`config.mk`:
```
export PLATFORM = sky130hd
export DESIGN_NAME = fmd_top
export DESIGN_NICKNAME = d
export VERILOG_FILES = /design/src/rtl/fmd_pkg.sv /design/src/rtl/fmd_axis_if.sv /design/src/rtl/fmd_axis_cmp.sv /design/src/rtl/fmd_top.sv
export SDC_FILE = /design/constraint.sdc
export NUM_CORES = 1
export LEC_CHECK = 0
export ABC_CLOCK_PERIOD_IN_PS = 7800
export BUFFER_PORTS_ARGS = -buffer_cell sky130_fd_sc_hd__buf_4
export CAP_MARGIN = 30
export CORE_ASPECT_RATIO = 0.8
export CORE_MARGIN = 10
export CORE_UTILIZATION = 35
export DETAILED_ROUTE_END_ITERATION = 6
export SETUP_SLACK_MARGIN = 0.05
export SKIP_LAST_GASP = 1
export SYNTH_ARGS = -nofsm -noshare
export SYNTH_HDL_FRONTEND = slang
export SYNTH_SLANG_ARGS = --single-unit
```
`constraint.sdc`:
```
create_clock -name I_CLOCK -period 7.8 [get_ports I_CLOCK]
set_input_delay 0.39 -clock I_CLOCK [delete_from_list [all_inputs] [get_ports I_CLOCK]]
set_output_delay 0.39 -clock I_CLOCK [all_outputs]
set_load 0.005 [all_outputs]
```
`src/rtl/fmd_pkg.sv`:
```
package fmd_pkg;

    // ****************************************************************
    // Register map
    // ****************************************************************
    localparam logic [7:0] ADDR_CONFIG    = 8'h15;
    localparam logic [7:0] ADDR_SOURCE    = 8'h16;
    localparam logic [7:0] ADDR_THRESHOLD = 8'h17;
    localparam logic [7:0] ADDR_COUNT     = 8'h18;

    // ****************************************************************
    // Field positions
    // ****************************************************************
    localparam int CFG_LATCH_BIT   = 7;
    localparam int CFG_OR_AND_BIT  = 6;
    localparam int CFG_Z_EN_BIT    = 5;
    localparam int CFG_Y_EN_BIT    = 4;
    localparam int CFG_X_EN_BIT    = 3;
    localparam int SRC_ACTIVE_BIT  = 7;
    localparam int THS_DBMODE_BIT  = 7;

    // ****************************************************************
    // Widths and values after reset
    // ****************************************************************
    localparam int NUM_AXES        = 3;
    localparam int ACC_W           = 12;
    localparam int THR_W           = 7;
    localparam int CNT_W           = 8;
    localparam int MAG_SHIFT       = 4;
    localparam logic [THR_W-1:0] THR_LOW_NOISE_MAX = 7'h40;
    localparam logic [THR_W-1:0] THR_RESET         = 7'h00;
    localparam logic [CNT_W-1:0] COUNT_RESET       = 8'h00;
    localparam logic [2:0]       AXIS_EN_RESET     = 3'h0;
    localparam logic [5:0]       FLAGS_RESET       = 6'h00;
    localparam logic [7:0]       RDATA_RESET       = 8'h00;

    typedef logic signed [ACC_W-1:0] fmd_acc_t;

endpackage : fmd_pkg

```
`src/rtl/fmd_axis_if.sv`:
```
`timescale 1ns/1ns
interface fmd_axis_if;
    fmd_pkg::fmd_acc_t          sample;
    logic                       enable;
    logic [fmd_pkg::THR_W-1:0]  thr;
    logic                       high;
    logic                       low;
    logic                       neg;

    modport cmp (
        input  sample,
        input  enable,
        input  thr,
        output high,
        output low,
        output neg
    );
    modport top (
        output sample,
        output enable,
        output thr,
        input  high,
        input  low,
        input  neg
    );
endinterface : fmd_axis_if

```
`src/rtl/fmd_axis_cmp.sv`:
```
`timescale 1ns/1ns
module fmd_axis_cmp (
    fmd_axis_if.cmp ax
);
    logic [fmd_pkg::ACC_W:0]               mag;
    logic [fmd_pkg::ACC_W-fmd_pkg::MAG_SHIFT:0] mag_thr;

    // ****************************************************************
    // Magnitude on the 8g scale, one count per threshold step
    // ****************************************************************
    always_comb begin
        mag = ax.sample[fmd_pkg::ACC_W-1]
            ? (~{ax.sample[fmd_pkg::ACC_W-1], ax.sample} + 13'h0001)
            : {1'b0, ax.sample};
        mag_thr = mag[fmd_pkg::ACC_W:fmd_pkg::MAG_SHIFT];
        ax.high = ax.enable && (mag_thr > {2'h0, ax.thr});
        ax.low  = !ax.enable || (mag_thr <= {2'h0, ax.thr});
        ax.neg  = ax.sample[fmd_pkg::ACC_W-1];
    end

endmodule : fmd_axis_cmp

```
`src/rtl/fmd_top.sv`:
```
// Operation
// - Latched motion: active stays until source read
// - Latched source read clears bits and counter
// - Idle flags show live per-axis status
// - Latched flags freeze while event active
// - Latch bit: zero live, one latched
// - Select bit: zero AND freefall, one OR
// - Axis enables default off, include axis
// - Freefall: all enabled magnitudes at/below threshold
// - Motion: any enabled magnitude above threshold
// - Seven-bit unsigned threshold, default zero
// - Axis flag one on detected event
// - Polarity one for negative acceleration above threshold
// - Disabled axis flag and polarity zero
// - Active drives routed, enabled interrupt
// - Clear mode zeroes counter when false
// - Default mode decrements counter toward zero
// - Comparison spans 8g at any scale
// - Low noise limits threshold to 4g
// - Event at count; counter saturates there
// - Unlatched clear mode drops active immediately
`timescale 1ns/1ns
module fmd_top (
    input  wire logic                      I_CLOCK,
    input  wire logic                      I_RST_N,
    input  wire logic                      I_SAMPLE_STB,
    input  wire logic [fmd_pkg::ACC_W-1:0] I_ACC_X,
    input  wire logic [fmd_pkg::ACC_W-1:0] I_ACC_Y,
    input  wire logic [fmd_pkg::ACC_W-1:0] I_ACC_Z,
    input  wire logic                      I_LOW_NOISE,
    input  wire logic                      I_INT_EN,
    input  wire logic                      I_INT_ROUTE,
    input  wire logic                      I_REG_WE,
    input  wire logic                      I_REG_RE,
    input  wire logic [7:0]                I_REG_ADDR,
    input  wire logic [7:0]                I_REG_WDATA,
    output logic      [7:0]                O_REG_RDATA,
    output logic                           O_INT1,
    output logic                           O_INT2
);

    // ****************************************************************
    // Configuration registers
    // ****************************************************************
    logic                        latch_en_q,  latch_en_d;
    logic                        or_sel_q,    or_sel_d;
    logic [2:0]                  axis_en_q,   axis_en_d;
    logic                        db_clear_q,  db_clear_d;
    logic [fmd_pkg::THR_W-1:0]   thr_q,       thr_d;
    logic [fmd_pkg::CNT_W-1:0]   count_q,     count_d;

    // ****************************************************************
    // Detector state
    // ****************************************************************
    logic [fmd_pkg::CNT_W-1:0]   cnt_q,       cnt_d;
    logic                        active_q,    active_d;
    logic [5:0]                  flags_q,     flags_d;
    logic [7:0]                  rdata_q,     rdata_d;
    logic                        int1_q,      int1_d;
    logic                        int2_q,      int2_d;

    logic [fmd_pkg::THR_W-1:0]   thr_eff;
    logic [2:0]                  ax_high;
    logic [2:0]                  ax_low;
    logic [2:0]                  ax_neg;
    logic [5:0]                  live_flags;
    logic [5:0]                  en_mask;
    logic                        any_high;
    logic                        all_low;
    logic                        cond;
    logic                        src_read;
    logic                        reached;
    fmd_pkg::fmd_acc_t           acc [fmd_pkg::NUM_AXES];

    assign acc[0] = I_ACC_X;
    assign acc[1] = I_ACC_Y;
    assign acc[2] = I_ACC_Z;

    // ****************************************************************
    // Per-axis comparators
    // ****************************************************************
    always_comb begin
        thr_eff = (I_LOW_NOISE && (thr_q > fmd_pkg::THR_LOW_NOISE_MAX))
                ? fmd_pkg::THR_LOW_NOISE_MAX : thr_q;
    end

    fmd_axis_if ax_if [fmd_pkg::NUM_AXES] ();

    for (genvar i = 0; i < fmd_pkg::NUM_AXES; i++) begin : g_axis
        assign ax_if[i].sample = acc[i];
        assign ax_if[i].enable = axis_en_q[i];
        assign ax_if[i].thr    = thr_eff;
        assign ax_high[i]      = ax_if[i].high;
        assign ax_low[i]       = ax_if[i].low;
        assign ax_neg[i]       = ax_if[i].neg;
        assign live_flags[2*i+1] = ax_if[i].high;
        assign live_flags[2*i]   = ax_high[i] & ax_neg[i];
        assign en_mask[2*i+1]    = axis_en_q[i];
        assign en_mask[2*i]      = axis_en_q[i];
        fmd_axis_cmp u_cmp (
            .ax (ax_if[i])
        );
    end

    // ****************************************************************
    // Combined condition
    // ****************************************************************
    always_comb begin
        any_high = |ax_high;
        all_low  = &ax_low;
        cond     = (|axis_en_q) && (or_sel_q ? any_high : all_low);
        src_read = I_REG_RE && (I_REG_ADDR == fmd_pkg::ADDR_SOURCE);
    end

    // ****************************************************************
    // Register writes
    // ****************************************************************
    always_comb begin
        latch_en_d = latch_en_q;
        or_sel_d   = or_sel_q;
        axis_en_d  = axis_en_q;
        db_clear_d = db_clear_q;
        thr_d      = thr_q;
        count_d    = count_q;
        if (I_REG_WE) begin
            case (I_REG_ADDR)
                fmd_pkg::ADDR_CONFIG: begin
                    latch_en_d = I_REG_WDATA[fmd_pkg::CFG_LATCH_BIT];
                    or_sel_d   = I_REG_WDATA[fmd_pkg::CFG_OR_AND_BIT];
                    axis_en_d  = {I_REG_WDATA[fmd_pkg::CFG_Z_EN_BIT],
                                  I_REG_WDATA[fmd_pkg::CFG_Y_EN_BIT],
                                  I_REG_WDATA[fmd_pkg::CFG_X_EN_BIT]};
                end
                fmd_pkg::ADDR_THRESHOLD: begin
                    db_clear_d = I_REG_WDATA[fmd_pkg::THS_DBMODE_BIT];
                    thr_d      = I_REG_WDATA[fmd_pkg::THR_W-1:0];
                end
                fmd_pkg::ADDR_COUNT: begin
                    count_d    = I_REG_WDATA;
                end
                default: begin
                end
            endcase
        end
    end

    always_ff @(posedge I_CLOCK) begin
        if (!I_RST_N) begin
            latch_en_q <= 1'b0;
            or_sel_q   <= 1'b0;
            axis_en_q  <= fmd_pkg::AXIS_EN_RESET;
            db_clear_q <= 1'b0;
            thr_q      <= fmd_pkg::THR_RESET;
            count_q    <= fmd_pkg::COUNT_RESET;
        end else begin
            latch_en_q <= latch_en_d;
            or_sel_q   <= or_sel_d;
            axis_en_q  <= axis_en_d;
            db_clear_q <= db_clear_d;
            thr_q      <= thr_d;
            count_q    <= count_d;
        end
    end

    // ****************************************************************
    // Debounce counter, event flag and source bits
    // ****************************************************************
    always_comb begin
        cnt_d    = cnt_q;
        active_d = active_q;
        flags_d  = flags_q;
        reached  = 1'b0;
        if (cnt_d > count_q) begin
            cnt_d = count_q;
        end
        if (src_read && latch_en_q) begin
            cnt_d    = fmd_pkg::COUNT_RESET;
            active_d = 1'b0;
            flags_d  = fmd_pkg::FLAGS_RESET;
        end
        if (I_SAMPLE_STB) begin
            if (cond) begin
                if (cnt_d != count_q) begin
                    cnt_d = cnt_d + 8'h01;
                end
            end else if (db_clear_q) begin
                cnt_d = fmd_pkg::COUNT_RESET;
            end else if (cnt_d != 8'h00) begin
                cnt_d = cnt_d - 8'h01;
            end
            reached = cond && (cnt_d == count_q);
            if (!(latch_en_q && active_d)) begin
                flags_d = live_flags;
            end
            if (reached) begin
                active_d = 1'b1;
            end else if (!latch_en_q && (db_clear_q || (cnt_d == 8'h00))) begin
                active_d = 1'b0;
            end
        end
    end

    // ****************************************************************
    // Read path and interrupt lines
    // ****************************************************************
    always_comb begin
        rdata_d = rdata_q;
        if (I_REG_RE) begin
            case (I_REG_ADDR)
                fmd_pkg::ADDR_CONFIG:    rdata_d = {latch_en_q, or_sel_q, axis_en_q, 3'h0};
                fmd_pkg::ADDR_SOURCE:    rdata_d = {active_q, 1'b0, flags_q & en_mask};
                fmd_pkg::ADDR_THRESHOLD: rdata_d = {db_clear_q, thr_q};
                fmd_pkg::ADDR_COUNT:     rdata_d = count_q;
                default:                 rdata_d = fmd_pkg::RDATA_RESET;
            endcase
        end
        int1_d = active_q && I_INT_EN && I_INT_ROUTE;
        int2_d = active_q && I_INT_EN && !I_INT_ROUTE;
    end

    always_ff @(posedge I_CLOCK) begin
        if (!I_RST_N) begin
            cnt_q    <= fmd_pkg::COUNT_RESET;
            active_q <= 1'b0;
            flags_q  <= fmd_pkg::FLAGS_RESET;
            rdata_q  <= fmd_pkg::RDATA_RESET;
            int1_q   <= 1'b0;
            int2_q   <= 1'b0;
        end else begin
            cnt_q    <= cnt_d;
            active_q <= active_d;
            flags_q  <= flags_d;
            rdata_q  <= rdata_d;
            int1_q   <= int1_d;
            int2_q   <= int2_d;
        end
    end

    assign O_REG_RDATA = rdata_q;
    assign O_INT1      = int1_q;
    assign O_INT2      = int2_q;
endmodule : fmd_top

```
Word-level counts from Yosys, hierarchy flattened:

Cells that the tools add are included.

* bits of input ports: 60
* output and inout port bits: 10
* register bits after elaboration: 46
* word-level logic and storage cells: 89

* order comparisons: 8
* mux-type cells: 21
* bitwise operators: 7
* $add $sub $neg: 5
* eq/ne operators: 6
* reductions and logical operators: 30

Operators by type and width (number)
* 8-bit two-way mux: 8
* 13-bit by 1-bit adder with 13-bit output, second input constant: 3
* 13-bit two-way mux: 3
* 13-bit NOT: 3
* 8-bit by 5-bit equality test with 1-bit output, second input constant: 4
* 8-bit case mux with 4 select lines: 1
* 9-bit by 7-bit > comparator with 1-bit output: 3
* 9-bit by 7-bit less-or-equal comparator with 1-bit output: 3
* 6-bit two-way mux: 3
* 1-bit logical AND: 13
* 8-bit by 1-bit adder with 8-bit output, second input constant: 1
* 8-bit equality test: 1
* 8-bit > comparator: 1
* 8-bit zero test: 1
* 8-bit != test: 1
* 8-bit nonzero test: 1
* 8-bit by 1-bit subtractor with 8-bit output, second input constant: 1
* 7-bit > comparator, second input constant: 1
* 7-bit two-way mux: 1
* 6-bit bitwise AND: 1
* 2-bit AND reduction: 3
* 3-bit OR reduction: 2
* 1-bit zero test: 5
* 1-bit two-way mux: 5
* 3 further kinds: 8

Depth between registers and ports, before layout:

Gate-level depths: netlist of the first run.

* depth in word-level cells: 16
* gate-level depth with buffers: 18
* gate-level depth less buffers: 17

By module:

Synthesis of the first run repeated with hierarchy kept, for this count alone.

* cell total of the unflattened synthesis: 585
* area, all modules: 4604.4 µm²

By module, submodules not included
* fmd_top: cells each 447, seq. area each 920.9 µm², instances 1, area each 3568.4 µm²
* fmd_axis_cmp: cells each 46, seq. area each 0.0 µm², instances 3, area each 345.3 µm²

Worst setup path before layout of the first run:

OpenSTA, ideal clock, no wires.

* path type: input to register
* start: input port I_ACC_X[2] in the netlist's numbering
* end: register active_q
* stages: 17
* required time: 7678 ps
* path buffers: 0
* path slack: 3350 ps
* data arrival time: 4328 ps
* library setup time: 122 ps
* cells stage by stage: or4_1 > or2_1 > or4_4 > o31ai_1 > xnor2_1 > ha_1 > a21oi_1 > nand2b_1 > o211ai_1 > o21ai_1 > nor3_1 > mux2_4 > a22o_1 > a221oi_4 > o211ai_2 > nor4_2 > o22ai_1

* longest elaborated chain between the ends: 16
* elaborated cells on any way between the ends: 21
* classes of those cells: 1 x add/sub; 2 x order compare; 1 x eq/ne; 7 x mux; 1 x bitwise; 9 x reduce/logical

Ends and longest elaborated chain
* start: declaration: RTL line fmd_top.sv:27 `input wire logic [fmd_pkg::ACC_W-1:0] I_ACC_X,`
* 13-bit NOT (*): RTL line fmd_axis_cmp.sv:13 `? (~{ax.sample[fmd_pkg::ACC_W-1], ax.sample} + 13'h0001)`
* 13-bit by 1-bit adder with 13-bit output (*): RTL line fmd_axis_cmp.sv:13
* 13-bit two-way mux (*): RTL line fmd_axis_cmp.sv:13
* 9-bit by 7-bit less-or-equal comparator with 1-bit output / 9-bit by 7-bit > comparator with 1-bit output (equally long branches): RTL line fmd_axis_cmp.sv:17, fmd_axis_cmp.sv:16
* 1-bit logical OR / 1-bit logical AND (equally long branches): RTL line fmd_axis_cmp.sv:17, fmd_axis_cmp.sv:16
* 3-bit AND reduction / 3-bit OR reduction (equally long branches): RTL line fmd_top.sv:110, fmd_top.sv:109
* 1-bit two-way mux (*): RTL line fmd_top.sv:111 `cond = (|axis_en_q) && (or_sel_q ? any_high : all_low);`
* 1-bit logical AND (*): RTL line fmd_top.sv:111
* 8-bit two-way mux: RTL line fmd_top.sv:182 `if (cond) begin`
* 8-bit two-way mux: RTL line fmd_top.sv:181 `if (I_SAMPLE_STB) begin`
* 8-bit zero test: RTL line fmd_top.sv:197 `end else if (!latch_en_q && (db_clear_q || (cnt_d == 8'h00))) begin`
* 1-bit logical OR: RTL line fmd_top.sv:197
* 1-bit logical AND: RTL line fmd_top.sv:197
* 1-bit two-way mux: RTL line fmd_top.sv:197
* 1-bit two-way mux (*): RTL line fmd_top.sv:195 `if (reached) begin`
* 1-bit two-way mux (*): RTL line fmd_top.sv:181
* end signal: assignment: RTL line fmd_top.sv:231 `active_q <= active_d;`
* end: declaration: RTL line fmd_top.sv:56 `logic active_q, active_d;`

Mark *: on every way between the ends. The rest lies on a longest branch, timed or not. The select of a mux whose other input is x is not followed.
A chain may end at the register's enable or synchronous reset.

Worst setup path after layout of the first run:

* start: register count_q[5] in the netlist's numbering
* end: register active_q

* longest elaborated chain between the ends: 14
* elaborated cells on any way between the ends: 20
* classes of those cells: 2 x add/sub; 1 x order compare; 2 x eq/ne; 10 x mux; 5 x reduce/logical

Ends and longest elaborated chain
* start: declaration: RTL line fmd_top.sv:50 `logic [fmd_pkg::CNT_W-1:0] count_q, count_d;`
* start signal: assignment: RTL line fmd_top.sv:154 `count_q <= fmd_pkg::COUNT_RESET;`
* start signal: assignment: RTL line fmd_top.sv:161 `count_q <= count_d;`
* 8-bit > comparator: RTL line fmd_top.sv:173 `if (cnt_d > count_q) begin`
* 8-bit two-way mux: RTL line fmd_top.sv:173
* 8-bit two-way mux: RTL line fmd_top.sv:176 `if (src_read && latch_en_q) begin`
* 8-bit by 1-bit subtractor with 8-bit output / 8-bit nonzero test (equally long branches): RTL line fmd_top.sv:189, fmd_top.sv:188
* 8-bit two-way mux: RTL line fmd_top.sv:188 `end else if (cnt_d != 8'h00) begin`
* 8-bit two-way mux: RTL line fmd_top.sv:186 `end else if (db_clear_q) begin`
* 8-bit two-way mux: RTL line fmd_top.sv:182
* 8-bit two-way mux: RTL line fmd_top.sv:181
* 8-bit zero test: RTL line fmd_top.sv:197
* 1-bit logical OR: RTL line fmd_top.sv:197
* 1-bit logical AND: RTL line fmd_top.sv:197
* 1-bit two-way mux: RTL line fmd_top.sv:197
* 1-bit two-way mux (*): RTL line fmd_top.sv:195
* 1-bit two-way mux (*): RTL line fmd_top.sv:181

Marks and branches as above.

==> results.yml, run 1 <==
run_status:
  run_status: "completed"
sta:
  setup_ws_ns: 2.76
  rsz0062_at_grt: "false"
  skew_ns: 0.0122
  period_share: 0.646
  fin_tns_setup_ns: 0
  fmax_ghz: 0.199
  slew_headroom: 0.442
  hold_viol: 0
  worstMarginPinSlew_ns: 0.831
  setup_violations: 0
  post-route-min-period_ns: 5.04
  holdWs_ns: 0.241
  slew_viol_final: 0
setup_path:
  slowest_stage: "a31oi_1"
  path_cells: "inv_1 -> ha_1 -> and4_1 -> nand2_1 -> nand2_1 -> nand2_1 -> a31oi_1 -> ha_1 -> o21ai_0 -> a31o_2 -> a211oi_1 -> nor4_1 -> a2111oi_2 -> nand4_1 -> o22ai_1"
  crit_top_cell: "nand2_1"
  cp_max_fo: 8
  slowest_delay_ns: 0.73
  worst-setup-path-type: "register to register"
  crit_path_start_kind: "register"
  arrival_ns: 5.26
  cp-end-kind: "register"
  worstPathRequired_ns: 8.03
floorplanning:
  start_util: 0.356
  die_h_microns: 122
  ios: 70
  die_area_sq_um: 18000
  rows: 37
  coreArea_sq_um: 12800
  die_w_microns: 148
placement:
  io_buffers: 69
  gp_congestion: 0.927
  dpl_cell_area_sq_um: 5180
  dpl.hpwl_mm: 12.5
  dp_slack_ns: 2.77
logic_synthesis:
  synth_edf_count: 0
  synth_seq_cells: 46
  synthFlopType: "dfxtp_1"
  postSynthCellCount: 589
  synth_top_family_by_area: "simple AND/OR/NAND/NOR gates"
  netlist_area_sq_um: 4550
  synth_xor_area_frac: 0.0772
  synth_cell_types: 75
  seq_area_frac_synth: 0.202
  yosys.area_share.adder: 0.0880
  synth_compound_area_frac: 0.267
  async_flop_share: 0
  synth-simple-area-share: 0.286
  ys.warnings.count: 0
  synth.area.mux_share: 0.0374
  syn_nets: 681
  avgSynthCellArea_sq_um: 7.73
clock_tree:
  cts_buffer_depth: 2
  cts_tree: "done"
  cts.sinks: 46
  cts_setup_buffers: 0
  cts_root_buf: "clkbuf_16"
  clk_pin_slew_ns: 0.08
  clk_latency_ns: 0.31
  cts_hold_buffers: 0
  cts_inserted_buffers: 5
  htreeDepth: 2
  cts_resized: 0
min_path:
  min_path_type: "input port to register"
pwr:
  powerDensity_nw_per_um2: 342
  p_comb_frac: 0.718
  p_int_uw: 905
  p_sw_frac: 0.504
  power.leakage_nw: 1.97
  pwr-share-clk: 0.127
  p_seq_frac: 0.156
  p_sw_uw: 920
  peakVddDrop_v: 0.000158
layout:
  syn_to_final_growth_pct: 17.1
  mostFrequentLayoutCell: "nand2_1"
  nNetsFinal: 729
  fillers: 1345
  fin_area_sq_um: 5330
  layout_common_cells: "nand2_1, buf_4, dfxtp_1"
  drive_above_1_share: 0.163
  diodes: 0
grt:
  grt_usage: 0.172
  antenna_found_initial: 0
  grt_max_degree: 47
  grt_pass1_vias: 4698
  grt_pass1_wl_mm: 25.5
  grt_remaining_overflow: 0
drt:
  ant_nets: 0
  num_vias: 4885
  vias_per_cell: 6.01
  drtIter0Drc: 483
  drc: 0
  wl_per_cell_microns: 19.5
  drt_wl_total_mm: 15.9
  drt-pass1-iter-count: 7
job:
  max-cap-violations: 0
[metal layers]
| layer | part of all wire | GRT usage |
|---|---|---|
| met1 | 0.47 | 0.246 |
| met3 | 0.094 | 0.0482 |
| met2 | 0.42 | 0.253 |
| met4 | 0.014 | 0.0315 |
| met5 | 0 | 0 |
[flip-flops by register name, indices dropped and copies added (netlist names)]
register     count
O_REG_RDATA      8
cnt_q            8
count_q          8
thr_q            7
flags_q          6
axis_en_q        3
O_INT1           1
O_INT2           1
active_q         1
db_clear_q       1
latch_en_q       1
or_sel_q         1
[critical path: cells and delay by family, from the launching register on]
| kind | cells | cell delay, ns |
|---|---|---|
| AO/OA/AOI/OAI | 6 | 2.09 |
| AND/OR/NAND/NOR | 6 | 1.23 |
| flip-flops | 1 | 0.65 |
| adder cells (fa/ha/maj) | 2 | 0.68 |
| buffers and inverters | 1 | 0.28 |
[logic make-up after synthesis]
group                    Yosys count
AND/OR/NAND/NOR                  247
buffers and inverters             48
XOR/XNOR                          37
flip-flops                        46
multiplexers                      16
adder cells (fa/ha/maj)           32
AO/OA/AOI/OAI                    163
[power by group through the flow]
stage               logic (mW)  registers (mW)  clock network, mW
floorplan                0.990           0.274                  0
CTS                       1.27           0.282              0.232
global route              1.42           0.286              0.245
finish                    1.31           0.284              0.231
detailed placement        1.26           0.288                  0
global placement          1.27           0.289                  0
[area by class of cell]
cell class / count / area [sq um] / share of cell area
multi-input combinational: 495 / 3440 / 0.646
sequential: 46 / 921 / 0.173
timing repair buffer: 70 / 526 / 0.0986
tap: 175 / 219 / 0.0411
clock buffer: 5 / 125 / 0.0235
inverter: 19 / 71.3 / 0.0134
clock inverter: 3 / 26.3 / 0.00493
[final timing paths]
check / to / slack [ns] / cells after the start / from
hold reg to reg: O_REG_RDATA[2] / 0.48 / 1 / O_REG_RDATA[2]
hold / removal: O_INT2 / 0.24 / 2 / I_INT_ROUTE
setup / recovery: active_q / 2.76 / 15 / count_q[5]
setup reg to reg: active_q / 2.76 / 15 / count_q[5]
[stage by stage]
step | power, mW | std cells | util
2_1_floorplan | 1.26 | 589 | -
3_3_place_gp | 1.56 | 805 | 0.405
3_5_place_dp | 1.55 | 805 | 0.405
4_1_cts | 1.78 | 813 | 0.417
5_1_grt | 1.95 | 813 | 0.417
6_report | 1.82 | 813 | 0.417
[cell usage after synthesis, types with 5 or more instances]
cell,n,area share
xnor2_1,30,0.058
nand4_1,12,0.016
and2_1,10,0.014
or3_1,5,0.0069
xor2_1,5,0.0096
nor3_1,15,0.016
nor2_1,33,0.027
nor4_1,8,0.011
and3_1,8,0.011
o31ai_1,10,0.016
mux2i_1,11,0.024
nor2b_1,20,0.027
a21boi_0,16,0.026
o21ai_0,19,0.021
a211oi_1,8,0.013
o22ai_1,8,0.011
inv_1,19,0.016
a21oi_1,22,0.024
o211ai_1,8,0.013
nand3_1,31,0.034
o21a_1,7,0.012
clkbuf_1,26,0.021
nand2_1,74,0.061
dfxtp_1,46,0.20
ha_1,32,0.088
a22oi_1,11,0.018
nand2b_1,5,0.0069
No activity file was read; power rests on OpenSTA's default activity.
==> run 2: changes to the inputs <==
--- a/config.mk
+++ b/config.mk
@@ -5,7 +5,7 @@
 export SDC_FILE = /design/constraint.sdc
 export NUM_CORES = 1
 export LEC_CHECK = 0
-export ABC_CLOCK_PERIOD_IN_PS = 7800
+export ABC_CLOCK_PERIOD_IN_PS = 5100
 export BUFFER_PORTS_ARGS = -buffer_cell sky130_fd_sc_hd__buf_4
 export CAP_MARGIN = 30
 export CORE_ASPECT_RATIO = 0.8
==> constraint.sdc (replaced) <==
create_clock -name I_CLOCK -period 5.1 [get_ports I_CLOCK]
set_input_delay 0.255 -clock I_CLOCK [delete_from_list [all_inputs] [get_ports I_CLOCK]]
set_output_delay 0.255 -clock I_CLOCK [all_outputs]
set_load 0.005 [all_outputs]
==> results.yml, run 2 (synthesis results as in run 1) <==
setup_path:
  slowest_delay_ns: 0.55
  arrival_ns: 4.86
  cp_max_fo: 18
  worst-setup-path-type: "input port to register"
  slowest_stage: "or4_1"
  worstPathRequired_ns: 5.31
  path_cells: "buf_4 -> or4_1 -> or2_1 -> or4_4 -> o31ai_1 -> xnor2_1 -> ha_1 -> a21oi_1 -> nand2b_1 -> o211ai_1 -> o21ai_1 -> nor3_2 -> mux2_4 -> a211oi_1 -> nor4_1 -> a2111oi_2 -> nand4_1 -> o22ai_1"
  critPathTopFamily: "simple AND/OR/NAND/NOR gates"
  crit_path_start_kind: "input port"
  cp-end-kind: "register"
  cp.buffers_inverters: 1
drt:
  num_vias: 4899
  drt_wl_total_mm: 15.9
  drt-pass1-iter-count: 7
  drc: 0
  ant_nets: 0
  drtIter0Drc: 562
  wl_per_cell_microns: 19.3
  vias_per_cell: 5.96
sta:
  worstMarginPinSlew_ns: 0.864
  setup_violations: 0
  hold_viol: 0
  fmax_ghz: 0.215
  fin_tns_setup_ns: 0
  slew_headroom: 0.419
  rsz0062_at_grt: "false"
  skew_ns: 0.0103
  slew_viol_final: 0
  period_share: 0.911
  post-route-min-period_ns: 4.65
grt:
  grt_remaining_overflow: 0
  grt_pass1_vias: 4632
  antenna_found_initial: 0
  grt_max_degree: 47
  grt_pass1_wl_mm: 25.2
  grt_usage: 0.171
pwr:
  powerDensity_nw_per_um2: 516
  peakVddDrop_v: 0.000242
  power.leakage_nw: 2.01
floorplanning:
  start_util: 0.356
  rows: 37
  coreArea_sq_um: 12800
  die_w_microns: 148
  ios: 70
  die_area_sq_um: 18000
  die_h_microns: 122
placement:
  dp.cells: 814
  dpl.hpwl_mm: 12.6
  io_buffers: 69
  gp_congestion: 1.00
job:
  max-cap-violations: 0
layout:
  layout_common_cells: "buf_4, nand2_1, dfxtp_1"
  syn_to_final_growth_pct: 18.7
  nNetsFinal: 738
  final_cells: 822
  drive_above_1_share: 0.176
  mostFrequentLayoutCell: "buf_4"
  diodes: 0
clock_tree:
  htreeDepth: 2
  cts.sinks: 46
  cts_hold_buffers: 0
  clk_latency_ns: 0.30
  cts_root_buf: "clkbuf_16"
  cts_buffer_depth: 2
  cts_inserted_buffers: 5
  clk_pin_slew_ns: 0.07
  cts_tree: "done"
min_path:
  min_path_type: "input port to register"
run_status:
  run_status: "completed"
## run 2: cell types whose count changed in the layout (fill, tap and decap cells not counted)
cell    delta
nor3_1     -1
buf_4      +9
nor3_2     +1
## run 2: layout make-up
class / count / area, sq um
fill: 1333 / 7380
multi-input combinational: 495 / 3450
sequential: 46 / 921
timing repair buffer: 79 / 593
tap: 175 / 219
clock buffer: 5 / 125
inverter: 19 / 71.3
clock inverter: 3 / 26.3
## run 2: where the power goes
part	leakage [nW]	internal, mW	total, mW	switching, mW
Combinational	1.57	0.824	2.00	1.18
Sequential	0.372	0.383	0.438	0.0546
Clock	0.0752	0.187	0.345	0.158
Total	2.01	1.39	2.79	1.39
## run 2: path summary, 6_finish.rpt
path	slack, ns	cells past startpoint	endpoint	startpoint
hold reg to reg	0.49	1	O_REG_RDATA[2]	O_REG_RDATA[2]
setup reg to reg	0.60	14	active_q	count_q[1]
hold / removal	0.12	2	O_INT2	I_INT_ROUTE
setup / recovery	0.45	18	active_q	I_ACC_X[2]
## run 2: layer usage
metal	GRT usage	vias up	routed length (microns)
met5	0	-	0
met4	0.0216	0	181
met3	0.0471	21	1520
li1	-	2321	-
met2	0.255	219	6600
met1	0.245	2338	7600
## run 2: worst reg2reg max path: cells and delay by family, from the launching register on
| family | cells | cell delay (ns) |
|---|---|---|
| compound gates | 7 | 1.92 |
| simple gates | 3 | 0.82 |
| fa+ha+maj | 2 | 0.62 |
| flops | 1 | 0.47 |
| mux | 1 | 0.41 |
| buf+inv | 1 | 0.21 |
## run 2: metrics by stage
stage / power (mW) / util / setup WS, ns / hold WS, ns / area [sq um]
after floorplan: 1.93 / - / 0.785 / 0.327 / 4550
after global placement: 2.37 / 0.410 / 0.359 / 0.423 / 5250
after detailed placement: 2.37 / 0.410 / 0.0850 / 0.427 / 5250
after CTS: 2.73 / 0.422 / 0.368 / 0.117 / 5400
after global routing: 2.96 / 0.423 / 0.108 / 0.126 / 5400
final: 2.79 / 0.423 / 0.455 / 0.119 / 5400
## run 2: what timing repair did
| action | 4_1_cts | 5_1_grt |
|---|---|---|
| setup buffers | 0 | 0 |
| endpoints found under the setup margin | 0 | 1 |
| gates resized for setup | 0 | 1 |
| hold endpoints to repair | 0 | 0 |
==> run 3: changes to the inputs <==
--- a/config.mk
+++ b/config.mk
@@ -8,10 +8,13 @@
 export ABC_CLOCK_PERIOD_IN_PS = 5100
 export BUFFER_PORTS_ARGS = -buffer_cell sky130_fd_sc_hd__buf_4
 export CAP_MARGIN = 30
+export CELL_PAD_IN_SITES_DETAIL_PLACEMENT = 1
+export CELL_PAD_IN_SITES_GLOBAL_PLACEMENT = 2
 export CORE_ASPECT_RATIO = 0.8
 export CORE_MARGIN = 10
-export CORE_UTILIZATION = 35
+export CORE_UTILIZATION = 34
 export DETAILED_ROUTE_END_ITERATION = 6
+export PLACE_DENSITY_LB_ADDON = 0.1
 export SETUP_SLACK_MARGIN = 0.05
 export SKIP_LAST_GASP = 1
 export SYNTH_ARGS = -nofsm -noshare
==> results.yml, run 3 (synthesis results as in run 1) <==
setup_path:
  worst-setup-path-type: "register to register"
  crit_path_start_kind: "register"
  arrival_ns: 4.77
  worstPathRequired_ns: 5.28
  cp-end-kind: "register"
  cp_max_fo: 5
  r2r_cells: 14
grt:
  met1_usage: 0.290
  grt_pass1_vias: 4840
  grt_max_degree: 47
  use_met3: 0.0431
  grt_use_met2: 0.262
  grt_remaining_overflow: 0
  grt-busiest-layer: "met1"
  grt_pass1_wl_mm: 27.6
  antenna_found_initial: 0
  grt_usage: 0.188
min_path:
  min_path_type: "input port to register"
  hold_depth: 2
clock_tree:
  cts_root_buf: "clkbuf_16"
  cts_hold_buffers: 0
  clk_pin_slew_ns: 0.07
  cts_resized: 0
  cts_inserted_buffers: 5
  cts_buffer_depth: 2
  cts_tree: "done"
  htreeDepth: 2
  cts_setup_buffers: 0
  clk_latency_ns: 0.30
  cts.sinks: 46
placement:
  dp.cells: 817
  dpl.hpwl_mm: 14.2
  dpl_cell_area_sq_um: 5270
  dp_slack_ns: 0.155
  io_buffers: 69
  gp_congestion: 0.931
drt:
  drc: 0
  vias_per_cell: 5.81
  num_vias: 4795
  ant_nets: 0
  drt-pass1-iter-count: 5
  drt_wl_total_mm: 17.6
  drtIter0Drc: 477
  wl_per_cell_microns: 21.3
floorplanning:
  die_area_sq_um: 18400
  die_h_microns: 123
  start_util: 0.351
  ios: 70
  coreArea_sq_um: 13000
  die_w_microns: 149
  rows: 37
pwr:
  powerDensity_nw_per_um2: 523
  finalPower_mw: 2.83
  power.leakage_nw: 2.02
  peakVddDrop_v: 0.000285
sta:
  fmax_ghz: 0.218
  worstMarginPinSlew_ns: 0.959
  fin_tns_setup_ns: 0
  rsz0062_at_grt: "false"
  holdWs_ns: 0.111
  setup_ws_ns: 0.514
  period_share: 0.899
  slew_headroom: 0.344
  post-route-min-period_ns: 4.59
  slew_viol_final: 0
  setup_violations: 0
  skew_ns: 0.00937
  hold_viol: 0
layout:
  fin_util: 0.418
  syn_to_final_growth_pct: 19.0
  layout_common_cells: "buf_4, nand2_1, dfxtp_1"
  drive_above_1_share: 0.178
  fin_area_sq_um: 5420
  diodes: 0
  fillers: 1595
  mostFrequentLayoutCell: "buf_4"
  final_cells: 825
  nNetsFinal: 741
run_status:
  run_status: "completed"
job:
  max-cap-violations: 0
[run 3: changes by cell type in the layout (fill, tap and decap cells not counted)]
| cell | previous run | this run |
|---|---|---|
| clkbuf_1 | 0 | 1 |
| buf_4 | 79 | 82 |
| clkinv_4 | 0 | 1 |
| inv_6 | 3 | 0 |
| clkinv_2 | 0 | 1 |
[run 3: area by class of cell]
type | count | area (sq um) | share of cell area
multi-input cells | 495 | 3450 | 0.636
clock buffers | 6 | 129 | 0.0238
flip-flops and latches | 46 | 921 | 0.170
clock inverters | 2 | 13.8 | 0.00254
inverters | 19 | 71.3 | 0.0132
repair buffers | 82 | 616 | 0.114
well taps | 175 | 219 | 0.0404
[run 3: report_power, final]
| group | total (mW) | switching (mW) | internal [mW] |
|---|---|---|---|
| Clock | 0.334 | 0.152 | 0.182 |
| Sequential | 0.439 | 0.0554 | 0.384 |
| Combinational | 2.06 | 1.21 | 0.845 |
[run 3: critical path, cell delays in order (launching register included)]
cell and delay [ns]:
dfxtp_1 0.41, inv_1 0.19, ha_1 0.38, nor2b_1 0.16, o211a_1 0.26, o211ai_1 0.43
nand2_1 0.28, a31oi_1 0.48, ha_1 0.24, o21ai_0 0.21, a2111oi_0 0.52, a211oi_1 0.19
mux2_2 0.34, nor4_2 0.28, o22ai_1 0.10
[run 3: layer usage]
layer	vias up	wire length (microns)
met2	128	6880
met5	-	0
met1	2327	9380
met3	11	1230
li1	2329	-
met4	0	112
[run 3: worst paths after layout]
path,start,end,slack [ns]
setup / recovery,count_q[1],active_q,0.51
hold / removal,I_INT_ROUTE,O_INT2,0.11
setup reg to reg,count_q[1],active_q,0.51
hold reg to reg,thr_q[2],thr_q[2],0.49
